File: src/design/pps_pkg.sv
`default_nettype none
package pps_pkg;
  // ****************************************
  // whitening register
  // ****************************************
  localparam int SCR_W      = 33;
  localparam int TAP_MASTER = 13;
  localparam int TAP_SLAVE  = 20;
  localparam int SX_BIT0    = 3;
  localparam int SX_BIT1    = 8;
  localparam int SY_BIT0    = 4;
  localparam int SY_BIT1    = 6;
  localparam int SA_SIGN0   = 1;
  localparam int SA_SIGN1   = 5;
  localparam int SB_SIGN0   = 2;
  localparam int SB_SIGN1   = 12;
  localparam int SWAP_BIT   = 0;
  localparam logic [SCR_W-1:0] SCR_RESET = 33'h0_0000_0001;
  localparam logic [SCR_W-1:0] ENT_RESET = 33'h1_5a5a_c3c3;
  // ****************************************
  // timing
  // ****************************************
  localparam int SYM_NS     = 40;
  localparam int CLK_NS     = 100;
  localparam int SYM_CYCLES = (SYM_NS / CLK_NS) < 1 ? 1 : SYM_NS / CLK_NS;
  // ****************************************
  // code words and levels
  // ****************************************
  localparam int LVL_W = 3;
  localparam logic [2:0] CW_ESC = 3'h4;
  localparam logic [LVL_W-1:0] LV_M2 = 3'h6;
  localparam logic [LVL_W-1:0] LV_M1 = 3'h7;
  localparam logic [LVL_W-1:0] LV_0  = 3'h0;
  localparam logic [LVL_W-1:0] LV_P1 = 3'h1;
  localparam logic [LVL_W-1:0] LV_P2 = 3'h2;
  // ****************************************
  // register map
  // ****************************************
  localparam int ADDR_W = 8;
  localparam int DATA_W = 32;
  localparam logic [ADDR_W-1:0] REG_CTRL   = 8'h00;
  localparam logic [ADDR_W-1:0] REG_STATUS = 8'h04;
  localparam logic [ADDR_W-1:0] REG_SEED   = 8'h08;
  localparam int CTRL_MASTER = 0;
  localparam int CTRL_SENDN  = 1;
  localparam int CTRL_SWAP   = 2;
  localparam int CTRL_RESEED = 3;
  localparam logic MASTER_RST = 1'b1;
  localparam logic SENDN_RST  = 1'b1;
  localparam logic SWAP_RST   = 1'b0;
  localparam logic [DATA_W-1:0] SEED_RST = 32'h0000_0000;
  localparam int ST_LOCOK  = 0;
  localparam int ST_RECV   = 1;
  localparam int ST_POLINV = 2;
  localparam int ST_TXEN   = 3;
  localparam int ST_ODD    = 4;
  // ****************************************
  // receive states
  // ****************************************
  typedef enum logic [2:0] {
    RX_HUNT = 3'b001,
    RX_IDLE = 3'b010,
    RX_DATA = 3'b100
  } pps_rxst_t;
endpackage
`default_nettype wire

File: src/design/pps_lane_map.sv
`timescale 1ns/1ps
`default_nettype none
module pps_lane_map #(
  parameter int LW = pps_pkg::LVL_W
) (
  // clock and reset
  input  wire logic          clk,
  input  wire logic          rst_n,
  // code word in
  input  wire logic          tick,
  input  wire logic [2:0]    codeWord,
  input  wire logic          negate,
  // level out
  output logic      [LW-1:0] level
);
  import pps_pkg::*;

  logic [LW-1:0] levelQ;
  logic [LW-1:0] plainLvl;
  logic [LW-1:0] outLvl;

  // ****************************************
  // gray-coded five-level mapping
  // ****************************************
  // RULE16 - level table
  always_comb begin
    casez (codeWord)
      3'b1??:  plainLvl = LV_M2;
      3'b000:  plainLvl = LV_0;
      3'b001:  plainLvl = LV_P1;
      3'b011:  plainLvl = LV_P2;
      3'b010:  plainLvl = LV_M1;
      default: plainLvl = LV_0;
    endcase
  end

  // RULE15 - sign flip
  assign outLvl = negate ? LW'(-plainLvl) : plainLvl;

  always_ff @(posedge clk) begin
    if (!rst_n) begin
      levelQ <= LV_0;
    end else if (tick) begin
      levelQ <= outLvl;
    end
  end

  assign level = levelQ;
endmodule
`default_nettype wire

File: src/design/pps_encoder.sv
// Overview of operation
// RULE1 - whitening register steps, master/slave taps
// RULE2 - every reset reseeds all 33 bits
// RULE3 - one symbol pair per period
// RULE4 - mix bits from fixed register taps
// RULE5 - first pair follows parity or health
// RULE6 - second pair follows parity and history
// RULE7 - sign bits and lane pair swap
// RULE8 - idle-only mode forces data inactive
// RULE9 - start marker replaces first preamble
// RULE10 - top code bit selects outer level
// RULE11 - data nibble code words
// RULE12 - transmit error uses outer and zero
// RULE13 - end marker after last nibble
// RULE14 - idle code words from whitening
// RULE15 - gray map and lane negation
// RULE16 - fixed five-level code table
// RULE17 - idle pairing and outer-level slot
// RULE18 - receiver uses idle pairing to align; the code takes lane order from the CTRL_SWAP register bit instead
// RULE19 - receiver resolves polarity on minus two
// RULE20 - receiver reports local health
// RULE21 - receiver produces mii data, receiving
// RULE22 - mac gives one nibble per period
`timescale 1ns/1ps
`default_nettype none
module pps_encoder #(
  parameter logic [7:0] OK_THRESH  = 8'h40,
  parameter logic [7:0] POL_THRESH = 8'h08
) (
  // clock and reset
  input  wire logic                           clk,
  input  wire logic                           rst_n,
  // register port
  input  wire logic [pps_pkg::ADDR_W-1:0]     regAddr,
  input  wire logic [pps_pkg::DATA_W-1:0]     regWrData,
  input  wire logic                           regWr,
  input  wire logic                           regRd,
  output logic      [pps_pkg::DATA_W-1:0]     regRdData,
  // mii transmit
  input  wire logic [3:0]                     txd,
  input  wire logic                           txEn,
  input  wire logic                           txErr,
  // symbols to the medium
  output logic      [pps_pkg::LVL_W-1:0]      wirePairA,
  output logic      [pps_pkg::LVL_W-1:0]      wirePairB,
  output logic                                txSymValid,
  // symbols from the medium
  input  wire logic [pps_pkg::LVL_W-1:0]      pmaRxA,
  input  wire logic [pps_pkg::LVL_W-1:0]      pmaRxB,
  // mii receive and status
  output logic      [3:0]                     rxd,
  output logic                                rxDv,
  output logic                                rxErr,
  output logic                                receiving,
  output logic                                locRcvrOk
);
  import pps_pkg::*;

  localparam logic [7:0] SYM_LAST = 8'(SYM_CYCLES - 1);

  logic              cfgMasterQ;
  logic              sendNormalQ;
  logic              swapLanesQ;
  logic              reseedQ;
  logic [DATA_W-1:0] seedQ;
  logic [DATA_W-1:0] rdDataQ;
  logic [DATA_W-1:0] statusWord;
  logic              wrCtrl;
  logic [7:0]        symCntQ;
  logic              tick;
  logic [SCR_W-1:0]  entQ;
  logic [SCR_W-1:0]  entMix;
  logic [SCR_W-1:0]  scrQ;
  logic [SCR_W-1:0]  scrLastQ;
  logic [SCR_W-1:0]  seedVal;
  logic              seedPendQ;
  logic              loadNow;
  logic              fb;
  logic              oddQ;
  logic              mixBitOne;
  logic              mixBitTwo;
  logic              mixTwoPrevQ;
  logic              x0;
  logic              y0;
  logic [1:0]        xPair;
  logic [1:0]        yPair;
  logic [2:0]        aLaneWhiteningWord;
  logic [2:0]        bLaneWhiteningWord;
  logic              dataActive;
  logic              en1Q;
  logic              en2Q;
  logic [2:0]        aLaneCodeWord;
  logic [2:0]        bLaneCodeWord;
  logic              txSymValidQ;
  logic [LVL_W-1:0]  rxA;
  logic [LVL_W-1:0]  rxB;
  logic [LVL_W-1:0]  alignedLaneARxQ;
  logic [LVL_W-1:0]  alignedLaneBRxQ;
  logic [LVL_W-1:0]  prevAQ;
  logic [LVL_W-1:0]  prevBQ;
  logic              polInvQ;
  logic [7:0]        goodCntQ;
  logic [7:0]        polFailCntQ;
  logic              locOkQ;
  logic              pairOk;
  logic              minusTwoBad;
  logic              delimHit;
  logic              delimPart;
  pps_rxst_t         rxStQ;
  pps_rxst_t         rxStD;
  logic [3:0]        rxdQ;
  logic              rxDvQ;
  logic              rxErrQ;

  function automatic logic isTwo(input logic [LVL_W-1:0] l);
    isTwo = (l == LV_P2) || (l == LV_M2);
  endfunction

  function automatic logic [1:0] qBits(input logic [LVL_W-1:0] l);
    qBits = (l == LV_0) ? 2'h0 : (l[0] ? 2'h1 : 2'h3);
  endfunction

  // ****************************************
  // register port
  // ****************************************
  assign wrCtrl = regWr && (regAddr == REG_CTRL);

  always_ff @(posedge clk) begin
    if (!rst_n) begin
      cfgMasterQ  <= MASTER_RST;
      sendNormalQ <= SENDN_RST;
      swapLanesQ  <= SWAP_RST;
    end else if (wrCtrl) begin
      cfgMasterQ  <= regWrData[CTRL_MASTER];
      sendNormalQ <= regWrData[CTRL_SENDN];
      swapLanesQ  <= regWrData[CTRL_SWAP];
    end
  end

  // reseed is a self-clearing pulse, it reads back as zero
  always_ff @(posedge clk) begin
    if (!rst_n) begin
      reseedQ <= 1'b0;
    end else begin
      reseedQ <= wrCtrl && regWrData[CTRL_RESEED];
    end
  end

  always_ff @(posedge clk) begin
    if (!rst_n) begin
      seedQ <= SEED_RST;
    end else if (regWr && (regAddr == REG_SEED)) begin
      seedQ <= regWrData;
    end
  end

  assign statusWord = {27'h0, oddQ, dataActive, polInvQ,
                       (rxStQ == RX_DATA), locOkQ};

  // read data stand for one cycle only, unmapped reads give zero
  always_ff @(posedge clk) begin
    if (!rst_n) begin
      rdDataQ <= '0;
    end else if (regRd) begin
      case (regAddr)
        REG_CTRL:   rdDataQ <= {29'h0, swapLanesQ, sendNormalQ, cfgMasterQ};
        REG_STATUS: rdDataQ <= statusWord;
        REG_SEED:   rdDataQ <= seedQ;
        default:    rdDataQ <= '0;
      endcase
    end else begin
      rdDataQ <= '0;
    end
  end

  assign regRdData = rdDataQ;

  // ****************************************
  // symbol period
  // ****************************************
  // RULE3 - period tick
  assign tick = (symCntQ == SYM_LAST);

  always_ff @(posedge clk) begin
    if (!rst_n || tick) begin
      symCntQ <= 8'h00;
    end else begin
      symCntQ <= symCntQ + 8'h01;
    end
  end

  // ****************************************
  // random source and whitening register
  // ****************************************
  // the entropy source mixes the seed register and line noise each clock
  assign entMix = {1'b0, seedQ} ^ {27'h0, pmaRxA, pmaRxB};

  always_ff @(posedge clk) begin
    if (!rst_n) begin
      entQ <= ENT_RESET;
    end else begin
      entQ <= {entQ[SCR_W-2:0], entQ[SCR_W-1] ^ entQ[TAP_SLAVE-1]} ^ entMix;
    end
  end

  // an all-zero load would lock the whitening register up
  assign seedVal = (entQ == '0) ? SCR_RESET : entQ;
  assign loadNow = seedPendQ || reseedQ;

  always_ff @(posedge clk) begin
    if (!rst_n) begin
      seedPendQ <= 1'b1;
    end else begin
      seedPendQ <= 1'b0;
    end
  end

  assign fb = scrQ[SCR_W-1] ^ (cfgMasterQ ? scrQ[TAP_MASTER-1] : scrQ[TAP_SLAVE-1]);

  always_ff @(posedge clk) begin
    if (!rst_n) begin
      scrQ <= SCR_RESET;
    // RULE2 - random reload
    end else if (loadNow) begin
      scrQ <= seedVal;
    // RULE1 - shift one bit
    end else if (tick) begin
      scrQ <= {scrQ[SCR_W-2:0], fb};
    end
  end

  always_ff @(posedge clk) begin
    if (!rst_n || loadNow) begin
      oddQ <= 1'b0;
    end else if (tick) begin
      oddQ <= !oddQ;
    end
  end

  // ****************************************
  // whitening words
  // ****************************************
  // RULE4 - mix bits
  assign mixBitOne = scrQ[SX_BIT0] ^ scrQ[SX_BIT1];
  assign mixBitTwo = scrQ[SY_BIT0] ^ scrQ[SY_BIT1];

  always_ff @(posedge clk) begin
    if (!rst_n) begin
      mixTwoPrevQ <= 1'b0;
    end else if (tick) begin
      mixTwoPrevQ <= mixBitTwo;
    end
  end

  // RULE5 - first alternate pair
  assign x0    = (!oddQ || locOkQ) ? mixBitOne : !mixBitOne;
  assign xPair = {!x0, x0};
  // RULE6 - second alternate pair
  assign y0    = !oddQ ? mixBitTwo : !mixTwoPrevQ;
  assign yPair = {y0, y0};

  // RULE7 - signs and lane swap
  assign aLaneWhiteningWord = {scrQ[SA_SIGN0] ^ scrQ[SA_SIGN1],
                               scrQ[SWAP_BIT] ? xPair : yPair};
  assign bLaneWhiteningWord = {scrQ[SB_SIGN0] ^ scrQ[SB_SIGN1],
                               scrQ[SWAP_BIT] ? yPair : xPair};

  // ****************************************
  // code words
  // ****************************************
  // RULE8 - idle-only mode
  assign dataActive = sendNormalQ && txEn;

  // RULE9 RULE13 - enable history
  always_ff @(posedge clk) begin
    if (!rst_n) begin
      en1Q <= 1'b0;
      en2Q <= 1'b0;
    end else if (tick) begin
      en1Q <= dataActive;
      en2Q <= en1Q;
    end
  end

  // RULE10 - a top bit of one maps to the outer level
  always_comb begin
    if (dataActive && !en2Q) begin
      // RULE9 - start marker
      aLaneCodeWord = CW_ESC;
      bLaneCodeWord = {!en1Q, en2Q, en2Q};
    end else if (dataActive && txErr) begin
      // RULE12 - error code
      aLaneCodeWord = {aLaneWhiteningWord[1] ^ aLaneWhiteningWord[0], 2'h0};
      bLaneCodeWord = {bLaneWhiteningWord[1] ^ bLaneWhiteningWord[0], 2'h0};
    end else if (dataActive) begin
      // RULE11 - data nibble
      aLaneCodeWord = {1'b0, aLaneWhiteningWord[1] ^ txd[3],
                       aLaneWhiteningWord[0] ^ txd[2] ^ 1'b1};
      bLaneCodeWord = {1'b0, bLaneWhiteningWord[1] ^ txd[1],
                       bLaneWhiteningWord[0] ^ txd[0] ^ 1'b1};
    end else if (en2Q) begin
      // RULE13 - end marker
      aLaneCodeWord = CW_ESC;
      bLaneCodeWord = {en1Q, !en2Q, !en2Q};
    end else begin
      // RULE14 - idle code
      aLaneCodeWord = {1'b0, aLaneWhiteningWord[1:0]};
      bLaneCodeWord = {1'b0, bLaneWhiteningWord[1:0]};
    end
  end

  // ****************************************
  // level mapping
  // ****************************************
  // RULE15 - lane negation
  pps_lane_map #(.LW(LVL_W)) uMapA (
    .clk      (clk),
    .rst_n    (rst_n),
    .tick     (tick),
    .codeWord (aLaneCodeWord),
    .negate   (aLaneWhiteningWord[2] ^ en2Q),
    .level    (wirePairA)
  );

  pps_lane_map #(.LW(LVL_W)) uMapB (
    .clk      (clk),
    .rst_n    (rst_n),
    .tick     (tick),
    .codeWord (bLaneCodeWord),
    .negate   (bLaneWhiteningWord[2] ^ en2Q),
    .level    (wirePairB)
  );

  always_ff @(posedge clk) begin
    if (!rst_n) begin
      txSymValidQ <= 1'b0;
    end else begin
      txSymValidQ <= tick;
    end
  end

  assign txSymValid = txSymValidQ;

  // ****************************************
  // receive front end
  // ****************************************
  // RULE18 - lane alignment
  assign rxA = polInvQ ? LVL_W'(-(swapLanesQ ? pmaRxB : pmaRxA))
                       : (swapLanesQ ? pmaRxB : pmaRxA);
  assign rxB = polInvQ ? LVL_W'(-(swapLanesQ ? pmaRxA : pmaRxB))
                       : (swapLanesQ ? pmaRxA : pmaRxB);

  always_ff @(posedge clk) begin
    if (!rst_n) begin
      alignedLaneARxQ <= LV_0;
      alignedLaneBRxQ <= LV_0;
      prevAQ          <= LV_0;
      prevBQ          <= LV_0;
    end else if (tick) begin
      alignedLaneARxQ <= rxA;
      alignedLaneBRxQ <= rxB;
      prevAQ          <= alignedLaneARxQ;
      prevBQ          <= alignedLaneBRxQ;
    end
  end

  // in idle exactly one lane carries an odd level
  assign pairOk = alignedLaneARxQ[0] ^ alignedLaneBRxQ[0];
  assign minusTwoBad = !pairOk && !delimPart &&
                       (alignedLaneARxQ == LV_M2 || alignedLaneBRxQ == LV_M2);
  assign delimHit = isTwo(prevAQ) && isTwo(prevBQ) &&
                    isTwo(alignedLaneARxQ) && (alignedLaneBRxQ == LV_0);
  // delimiters break the idle pairing on purpose and must cost no health
  assign delimPart = (isTwo(alignedLaneARxQ) && isTwo(alignedLaneBRxQ)) || delimHit;

  // RULE20 - health counter
  always_ff @(posedge clk) begin
    if (!rst_n) begin
      goodCntQ <= 8'h00;
      locOkQ   <= 1'b0;
    end else if (tick && rxStQ != RX_DATA && !delimPart) begin
      if (!pairOk) begin
        goodCntQ <= 8'h00;
        locOkQ   <= 1'b0;
      end else if (goodCntQ != OK_THRESH) begin
        goodCntQ <= goodCntQ + 8'h01;
        locOkQ   <= (goodCntQ + 8'h01) == OK_THRESH;
      end
    end
  end

  assign locRcvrOk = locOkQ;

  // RULE19 - polarity search; a flip only helps when the failures
  // come from inverted wiring, so it is held back by a threshold
  always_ff @(posedge clk) begin
    if (!rst_n) begin
      polFailCntQ <= 8'h00;
      polInvQ     <= 1'b0;
    end else if (tick && rxStQ != RX_DATA && minusTwoBad) begin
      if (polFailCntQ == POL_THRESH - 8'h01) begin
        polFailCntQ <= 8'h00;
        polInvQ     <= !polInvQ;
      end else begin
        polFailCntQ <= polFailCntQ + 8'h01;
      end
    end
  end

  // RULE21 - stream detection
  always_comb begin
    rxStD = rxStQ;
    case (rxStQ)
      RX_HUNT: if (locOkQ) rxStD = RX_IDLE;
      RX_IDLE: begin
        if (!locOkQ) begin
          rxStD = RX_HUNT;
        end else if (delimHit) begin
          rxStD = RX_DATA;
        end
      end
      RX_DATA: begin
        if (delimHit) begin
          rxStD = RX_IDLE;
        end else if (!locOkQ) begin
          rxStD = RX_HUNT;
        end
      end
      default: rxStD = RX_HUNT;
    endcase
  end

  always_ff @(posedge clk) begin
    if (!rst_n) begin
      rxStQ <= RX_HUNT;
    end else if (tick) begin
      rxStQ <= rxStD;
    end
  end

  // descrambling of the receive nibble is not done here
  always_ff @(posedge clk) begin
    if (!rst_n) begin
      rxdQ   <= 4'h0;
      rxDvQ  <= 1'b0;
      rxErrQ <= 1'b0;
    end else if (tick) begin
      rxdQ   <= {qBits(alignedLaneARxQ), qBits(alignedLaneBRxQ)};
      rxDvQ  <= (rxStD == RX_DATA);
      rxErrQ <= (rxStQ == RX_DATA) && (rxStD == RX_HUNT);
    end
  end

  assign rxd       = rxdQ;
  assign rxDv      = rxDvQ;
  assign rxErr     = rxErrQ;
  assign receiving = (rxStQ == RX_DATA);

  always_ff @(posedge clk) begin
    scrLastQ <= scrQ;
  end
endmodule
`default_nettype wire

File: config.mk
export PLATFORM = sky130hd
export DESIGN_NAME = pps_encoder
export DESIGN_NICKNAME = d
export VERILOG_FILES = /design/src/design/pps_pkg.sv /design/src/design/pps_lane_map.sv /design/src/design/pps_encoder.sv
export SDC_FILE = /design/constraint.sdc
export NUM_CORES = 1
export LEC_CHECK = 0
export BUFFER_PORTS_ARGS = -buffer_cell sky130_fd_sc_hd__buf_2
export CAP_MARGIN = 15
export CORE_ASPECT_RATIO = 0.5
export CORE_MARGIN = 3
export CORE_UTILIZATION = 62
export CTS_CLUSTER_SIZE = 25
export DETAILED_ROUTE_END_ITERATION = 16
export GPL_TIMING_DRIVEN = 0
export PLACE_DENSITY = 0.93
export SLEW_MARGIN = 15
export SYNTH_ARGS = -nofsm -noshare
export SYNTH_HDL_FRONTEND = slang
export SYNTH_SLANG_ARGS = --single-unit
File: constraint.sdc
create_clock -name clk -period 4.43 [get_ports clk]
set_input_delay 0.6645 -clock clk [delete_from_list [all_inputs] [get_ports clk]]
set_output_delay 0.6645 -clock clk [all_outputs]
set_load 0.02 [all_outputs]
# Word level (Yosys, flattened, before mapping)
# Cells that the tools add are included.
# totals
regBits	193
inputBits	56
out_inout_bits	47
word_cells	169
# op_classes
add_sub_neg	7
n_eq_ne	26
muxes	41
bitwise	19
reduce_logical	47
# op_table
cell	count
33-bit 2-to-1 mux	3
32-bit one-hot mux with 3 select lines	1
3-bit 2-to-1 mux	19
33-bit logical NOT	1
33-bit by 32-bit XOR with 33-bit output	1
32-bit by 6-bit XOR with 32-bit output	1
3-bit one-hot mux with 5 select lines	2
3-bit by 2-bit == test with 1-bit output (second input constant)	9
8-bit by 1-bit adder with 8-bit output (second input constant)	3
8-bit 2-to-1 mux	3
3-bit == test (second input constant)	6
8-bit by 3-bit == test with 1-bit output (second input constant)	2
1-bit logical AND	16
8-bit logical NOT	2
1-bit XOR	15
3-bit by 1-bit == test with 1-bit output (second input constant)	4
3-bit logical NOT	4
2-bit 2-to-1 mux	6
3-bit negator	4
1-bit logical NOT	10
1-bit logical OR	10
3-bit one-hot mux with 3 select lines	1
8-bit by 4-bit == test with 1-bit output (second input constant)	1
8-bit by 7-bit == test with 1-bit output (second input constant)	1
7 further kinds	15

# Longest topological paths before layout
# Gate-level depths: netlist of the first run.
# logic_depth
word_depth	14
depth_mapped	11
ltp_nobuf	10

# Hierarchy
# A second synthesis of the first run with hierarchy kept.
# hier_totals
hier_cells	887
hier_area_um2	7975.1
# by_module_without_submodules
mod	n_inst	cells_each	area_per_inst_um2	seq_area_each_um2
pps_encoder	1	847	7627.3	3703.6
pps_lane_map	2	20	173.9	60.1

# Worst setup path after synthesis of the first run
# OpenSTA, ideal clock, no wires.
# synth_timing
kind	register -> register
startpoint	reg locOkQ (netlist: locRcvrOk)
endpoint	reg uMapB.levelQ[2] (netlist: uMapB.level[2])
setup_time_ps	74
arrival_ps	2282
t_required_ps	4356
slack_ps	2074
path_stages_with_launch	10
path_buffers	0
synth_period_minus_slack_ps	2356
cell_sequence	dfxtp_1 > and2b_1 > or3_1 > a31oi_1 > nand3b_1 > nor2_1 > ha_1 > or2_2 > a211o_1 > a31oi_1
# synth_via
elab_chain_cells	12
elab_cells_between_ends	19
classes_between	add/sub: 1; eq/ne: 3; mux: 8; bitwise: 4; reduce/logical: 3
# synth_rtl
item	line	source
start, declared	pps_encoder.sv:104	logic locOkQ;
start signal, assigned	pps_encoder.sv:380	locOkQ <= 1'b0;
start signal, assigned	pps_encoder.sv:384	locOkQ <= 1'b0;
start signal, assigned	pps_encoder.sv:387	locOkQ <= (goodCntQ + 8'h01) == OK_THRESH;
1-bit logical OR *	pps_encoder.sv:256	assign x0 = (!oddQ || locOkQ) ? mixBitOne : !mixBitOne;
1-bit 2-to-1 mux *	pps_encoder.sv:256	
1-bit logical NOT or 2-bit 2-to-1 mux (tied branches)	pps_encoder.sv:257, pps_encoder.sv:266	
2-bit 2-to-1 mux *	pps_encoder.sv:266	scrQ[SWAP_BIT] ? yPair : xPair};
3-bit 2-to-1 mux, or another cell as far along	pps_encoder.sv:301	end else if (en2Q) begin
3-bit 2-to-1 mux	pps_encoder.sv:295	end else if (dataActive) begin
3-bit 2-to-1 mux *	pps_encoder.sv:291	end else if (dataActive && txErr) begin
3-bit 2-to-1 mux *	pps_encoder.sv:287	if (dataActive && !en2Q) begin
3-bit by 2-bit == test with 1-bit output, or another cell as far along	pps_lane_map.sv:27	casez (codeWord)
3-bit one-hot mux with 5 select lines *	pps_lane_map.sv:27	
3-bit negator	pps_lane_map.sv:38	assign outLvl = negate ? LW'(-plainLvl) : plainLvl;
3-bit 2-to-1 mux *	pps_lane_map.sv:38	
end signal, assigned	pps_lane_map.sv:44	levelQ <= outLvl;
end, declared	pps_lane_map.sv:18	logic [LW-1:0] levelQ;
# Mark *: on every way between the ends. The rest lies on a longest branch, timed or not.
# A chain may end at the register's enable or synchronous reset.

# Final worst setup path of the first run
# Same ends and word-level chain as after synthesis.

==> results_dict.tcl, run 1 <==
set metrics [dict create \
    crit_type "reg2reg" \
    root_buffer "clkbuf_16" \
    synth_seq_cells 191 \
    final_area_sq_mm 0.00928 \
    drv_cap 0 \
    utilization_pct 76.1 \
    antenna_found_initial 0 \
    leakagePower_nw 3.70 \
    clk_latency_ps 450 \
    placed_cell_area_sq_mm 0.00871 \
    crit_arrival_ps 3000 \
    hold_viol 0 \
    ant_nets 0 \
    cts_buffers 17 \
    tritoncts "yes" \
    setup_viol 0 \
    clock_sinks 191 \
    seq_power_share_pct 49.8 \
    coreArea_sq_mm 0.0122 \
    overflow 0 \
    yosys.area_share.xor_xnor_pct 7.76 \
    critPathRequiredTime_ps 4800 \
    ys_types 62 \
    setup-tns-final_ps 0 \
    holdBufCountCts 0 \
    postCtsSetupRepairBufs 0 \
    layout_min_cycle_time_ps 2620 \
    p_comb_share_pct 9.0 \
    via_per_inst 6.07 \
    syn_inst 930 \
    ctsResizeCount 0 \
    fmax_ghz 0.381 \
    synth-simple-area-share_pct 25.1 \
    num_rows 28 \
    total_power_mw 3.69 \
    synthMuxAreaShare_pct 2.69 \
    rsz0062_at_grt "false" \
    grt_pass1_vias 7228 \
    holdCritPathClass "in2reg" \
    syn-cell-area_sq_mm 0.00800 \
    grt_max_degree 20 \
    syn_nets 996 \
    worst_pin_slew_ps 739 \
    crit_fanout 9 \
    htreeDepth 4 \
    multiInputGateArea_sq_mm 0.00392 \
    wl_mm 21.8 \
    powerDensity_mw_per_mm2 398 \
    relSlewSlack_pct 50.8 \
    layout_common_cells "191 x dfxtp_1, 188 x nand2_1, 110 x buf_2" \
    wl_per_cell_um 17.8 \
    crit_path_end_kind "register" \
    switching_share_pct 27.7 \
    vias 7451 \
    maxSlewViolCount 0 \
    synth_fa_ha_area_share_pct 1.56 \
    regArea_sq_mm 0.00382 \
    switchingPower_mw 1.02 \
    clockBufferDepth 2 \
    hpwl_mm 14.4 \
    die_w_um 167 \
    synth_flop_cell "dfxtp_1" \
    syn_avg_cell_area_sq_um 8.60 \
    grt_pass1_wl_mm 35.2 \
    diodes 0 \
    finClkSkew_ps 8.53 \
    nets 1115 \
    synth_seq_area_share_pct 47.8 \
    grt_use_total_pct 30.3 \
    start_kind "register" \
    vdd.ir_drop.worst_mv 0.303 \
    nFillCells 790 \
    gp_congestion 0.935 \
    cts.clk_slew.worst_paths_ps 80 \
    die-area_sq_mm 0.0144 \
    port_buffers 100 \
    synth_compound_area_share_pct 11.8 \
    ys_warn_count 0 \
    io_pins 103 \
    fin_ws_ps 1810 \
    drive_gt1_share_pct 15.0 \
    dr.pass1.iters 6 \
    pre_cts_slack_ps 1650 \
    intPower_mw 2.67 \
    synth_top_family_by_area "simple AND/OR/NAND/NOR gates" \
    first_iter_violations 824 \
    status "completed" \
    fin_crit_sh_pct 59.2 \
    async_flop_share_pct 0 \
    syn2layout_area_growth_pct 16.0 \
    synth_edf_count 0 \
    die_h_um 86.3 \
    remaining_drc_errors 0 \
    start_util_pct 65.6 \
    final_common_cell "dfxtp_1" \
    clockPowerShare_pct 41.1 \
]
==> kinds of logic after synthesis <==
group	count (synthesis)
AO/OA/AOI/OAI	144
XOR/XNOR	70
flip-flops	191
AND/OR/NAND/NOR	430
buffers and inverters	64
multiplexers	21
adder cells (fa/ha/maj)	10
==> flip-flops by register name (all words and copies together) (netlist names), 2 cells and up <==
| register | count |
|---|---|
| alignedLaneARxQ | 3 |
| alignedLaneBRxQ | 3 |
| entQ | 33 |
| goodCntQ | 8 |
| polFailCntQ | 8 |
| prevAQ | 2 |
| prevBQ | 2 |
| regRdData | 32 |
| rxStQ | 3 |
| rxd | 4 |
| scrQ | 33 |
| seedQ | 32 |
| symCntQ | 8 |
| uMapA.level | 3 |
| uMapB.level | 3 |
==> power by group through the flow <==
stage                     clock network [mW]  logic (mW)  registers, mW
after floorplan                            0       0.208           1.87
after global placement                     0       0.303           1.87
after detailed placement                   0       0.317           1.87
after CTS                               1.52       0.326           1.84
after global routing                    1.59       0.363           1.85
final                                   1.52       0.334           1.84
==> worst paths after layout <==
kind                 startpoint              to  slack, ps  cells after the start
setup / recovery      locRcvrOk  uMapB.level[2]       1810                      9
hold / removal    regWrData[11]       seedQ[11]        450                      3
setup reg to reg      locRcvrOk  uMapB.level[2]       1810                      9
hold reg to reg          rxd[1]          rxd[1]        450                      2
==> cell usage after synthesis (all sizes together), types with 9 or more instances <==
| cell type | n | share of area, % |
|---|---|---|
| ha | 10 | 1.6 |
| nand3 | 17 | 1.1 |
| a21oi | 61 | 3.8 |
| inv | 9 | 0.42 |
| and2 | 33 | 2.6 |
| a311oi | 33 | 3.6 |
| nor2 | 108 | 5.1 |
| buf | 18 | 1.1 |
| nor3 | 13 | 0.88 |
| xnor2 | 48 | 5.3 |
| clkbuf | 36 | 1.7 |
| nand2 | 188 | 8.8 |
| and3 | 10 | 0.78 |
| mux2i | 20 | 2.5 |
| dfxtp | 191 | 48 |
| xor2 | 22 | 2.4 |
| o21ai | 16 | 1.0 |
==> worst max-delay path: stages, from the launching register on <==
cell      delay [ps]
dfxtp_1          540
and2b_1          280
or3_1            370
a31oi_1          160
nand3b_1         210
nor2_1            70
ha_1             180
or2_2            300
a211o_1          270
a31oi_1          160
==> cell type report <==
| class | instances | share of cell area, % |
|---|---|---|
| tap | 165 | 2.22 |
| clock buffer | 18 | 4.62 |
| sequential | 191 | 41.2 |
| timing repair buffer | 100 | 5.39 |
| multi-input combinational | 675 | 42.2 |
| buffer | 54 | 2.40 |
| clock inverter | 14 | 1.55 |
| inverter | 10 | 0.404 |
==> metrics by stage <==
step                      cells  hold WS, ps
after global routing       1227          446
after CTS                  1227          443
after floorplan             930          436
after global placement     1195          446
final                      1227          446
after detailed placement   1195          453
==> routing by layer <==
layer  track usage [%]  vias up  routed length [um]
met5                 0        -                   0
met4              13.3        0                 775
met3              6.74       94                2190
met2              51.8      506               10200
met1              37.6     3460                8660
li1                  -     3391                   -
Power figures use the tool's default switching activity.
==> run 2, diff against run 1 <==
Settings changed: CORE_UTILIZATION 62 to 58, PLACE_DENSITY 0.93 to 0.88.
Clock period 4.43 ns to 2.72 ns, I/O delays scaled along.
==> results_dict.tcl, run 2 (same netlist as run 1, synthesis figures left out) <==
set metrics [dict create \
    tritoncts "yes" \
    critPathRequiredTime_ps 3110 \
    drv_cap 0 \
    crit_type "reg2reg" \
    start_kind "register" \
    dr.pass1.iters 6 \
    diodes 0 \
    antenna_found_initial 0 \
    final_cells 1232 \
    postCtsSetupRepairBufs 0 \
    setup-tns-final_ps 0 \
    start_util_pct 61.2 \
    cts_buffers 17 \
    relSlewSlack_pct 46.1 \
    layout_common_cells "191 x dfxtp_1, 188 x nand2_1, 110 x buf_2" \
    num_rows 29 \
    wl_mm 20.1 \
    root_buffer "clkbuf_16" \
    grt_pass1_wl_mm 32.7 \
    crit_path_end_kind "register" \
    grt_use_total_pct 26.8 \
    coreArea_sq_mm 0.0131 \
    maxSlewViolCount 0 \
    cts.clk_slew.worst_paths_ps 80 \
    overflow 0 \
    leakagePower_nw 3.71 \
    drive_gt1_share_pct 15.2 \
    dp.cells 1200 \
    clockBufferDepth 2 \
    layout_min_cycle_time_ps 2600 \
    syn2layout_area_growth_pct 16.2 \
    fmax_ghz 0.385 \
    min_path_cells 3 \
    first_iter_violations 609 \
    finClkSkew_ps 12.5 \
    remaining_drc_errors 0 \
    total_power_mw 5.99 \
    vdd.ir_drop.worst_mv 0.491 \
    setup_viol 0 \
    port_buffers 100 \
    io_pins 103 \
    htreeDepth 4 \
    reg2regPathDepth 9 \
    wl_per_cell_um 16.3 \
    ctsResizeCount 0 \
    nets 1115 \
    nFillCells 968 \
    via_per_inst 5.69 \
    holdCritPathClass "in2reg" \
    die_h_um 89.0 \
    hold_viol 0 \
    grt_max_degree 20 \
    holdBufCountCts 0 \
    hpwl_mm 14.0 \
    gp_congestion 0.918 \
    top_regs "entQ: 33 flops, scrQ: 33 flops" \
    crit_arrival_ps 2980 \
    die-area_sq_mm 0.0153 \
    ant_nets 0 \
    clk_latency_ps 440 \
    rsz0062_at_grt "false" \
    crit_fanout 9 \
    grt_pass1_vias 6729 \
    powerDensity_mw_per_mm2 644 \
    worst_pin_slew_ps 807 \
    final_common_cell "dfxtp_1" \
    die_w_um 172 \
    fin_crit_sh_pct 95.4 \
    utilization_pct 71.2 \
    vias 7012 \
    clock_sinks 191 \
    status "completed" \
]
==> run 2: layout make-up <==
class | instances | area [sq um] | share of cell area [%]
multi-input cells | 675 | 3920 | 42.1
flip-flops and latches | 191 | 3820 | 41.1
repair buffers | 100 | 500 | 5.38
clock buffers | 18 | 439 | 4.72
plain buffers | 54 | 224 | 2.41
well taps | 170 | 213 | 2.29
clock inverters | 14 | 141 | 1.52
inverters | 10 | 37.5 | 0.404
==> run 2: stage by stage <==
| step | setup WS (ps) | hold slack, ps | instance area (sq um) |
|---|---|---|---|
| 6_report | 124 | 196 | 9300 |
| 3_3_place_gp | 234 | 444 | 8710 |
| 5_1_grt | 20.6 | 203 | 9300 |
| 3_5_place_dp | 186 | 455 | 8710 |
| 4_1_cts | 155 | 196 | 9290 |
| 2_1_floorplan | 364 | 436 | 8000 |
==> run 2: worst paths after layout <==
check / startpoint / slack, ps / endpoint
worst min register to register: rxd[1] / 460 / rxd[1]
worst max-delay path: locRcvrOk / 120 / uMapA.level[1]
worst min-delay path: regWrData[27] / 200 / seedQ[27]
worst max register to register: locRcvrOk / 120 / uMapA.level[1]
==> run 2: worst max-delay path, cell delays in order (launching register included) <==
cell	delay [ps]
dfxtp_1	560
and2b_1	270
xor2_1	170
mux2i_1	220
mux2_4	360
xor2_1	180
ha_1	310
nor2_1	40
a311oi_1	290
a31o_2	140
==> run 2: report_power, final <==
part	internal, mW	total, mW	switching [mW]
clock network	1.24	2.46	1.22
registers	2.90	2.99	0.0894
logic	0.220	0.529	0.309
==> run 2: metal layers <==
layer  vias up  global-route usage (%)  share of wire, %
li1       3395                       -                 -
met1      3291                    34.6                44
met2       285                    45.5                47
met3        41                    4.95               7.0
met4         0                    10.3               2.2
met5         -                       0                 0
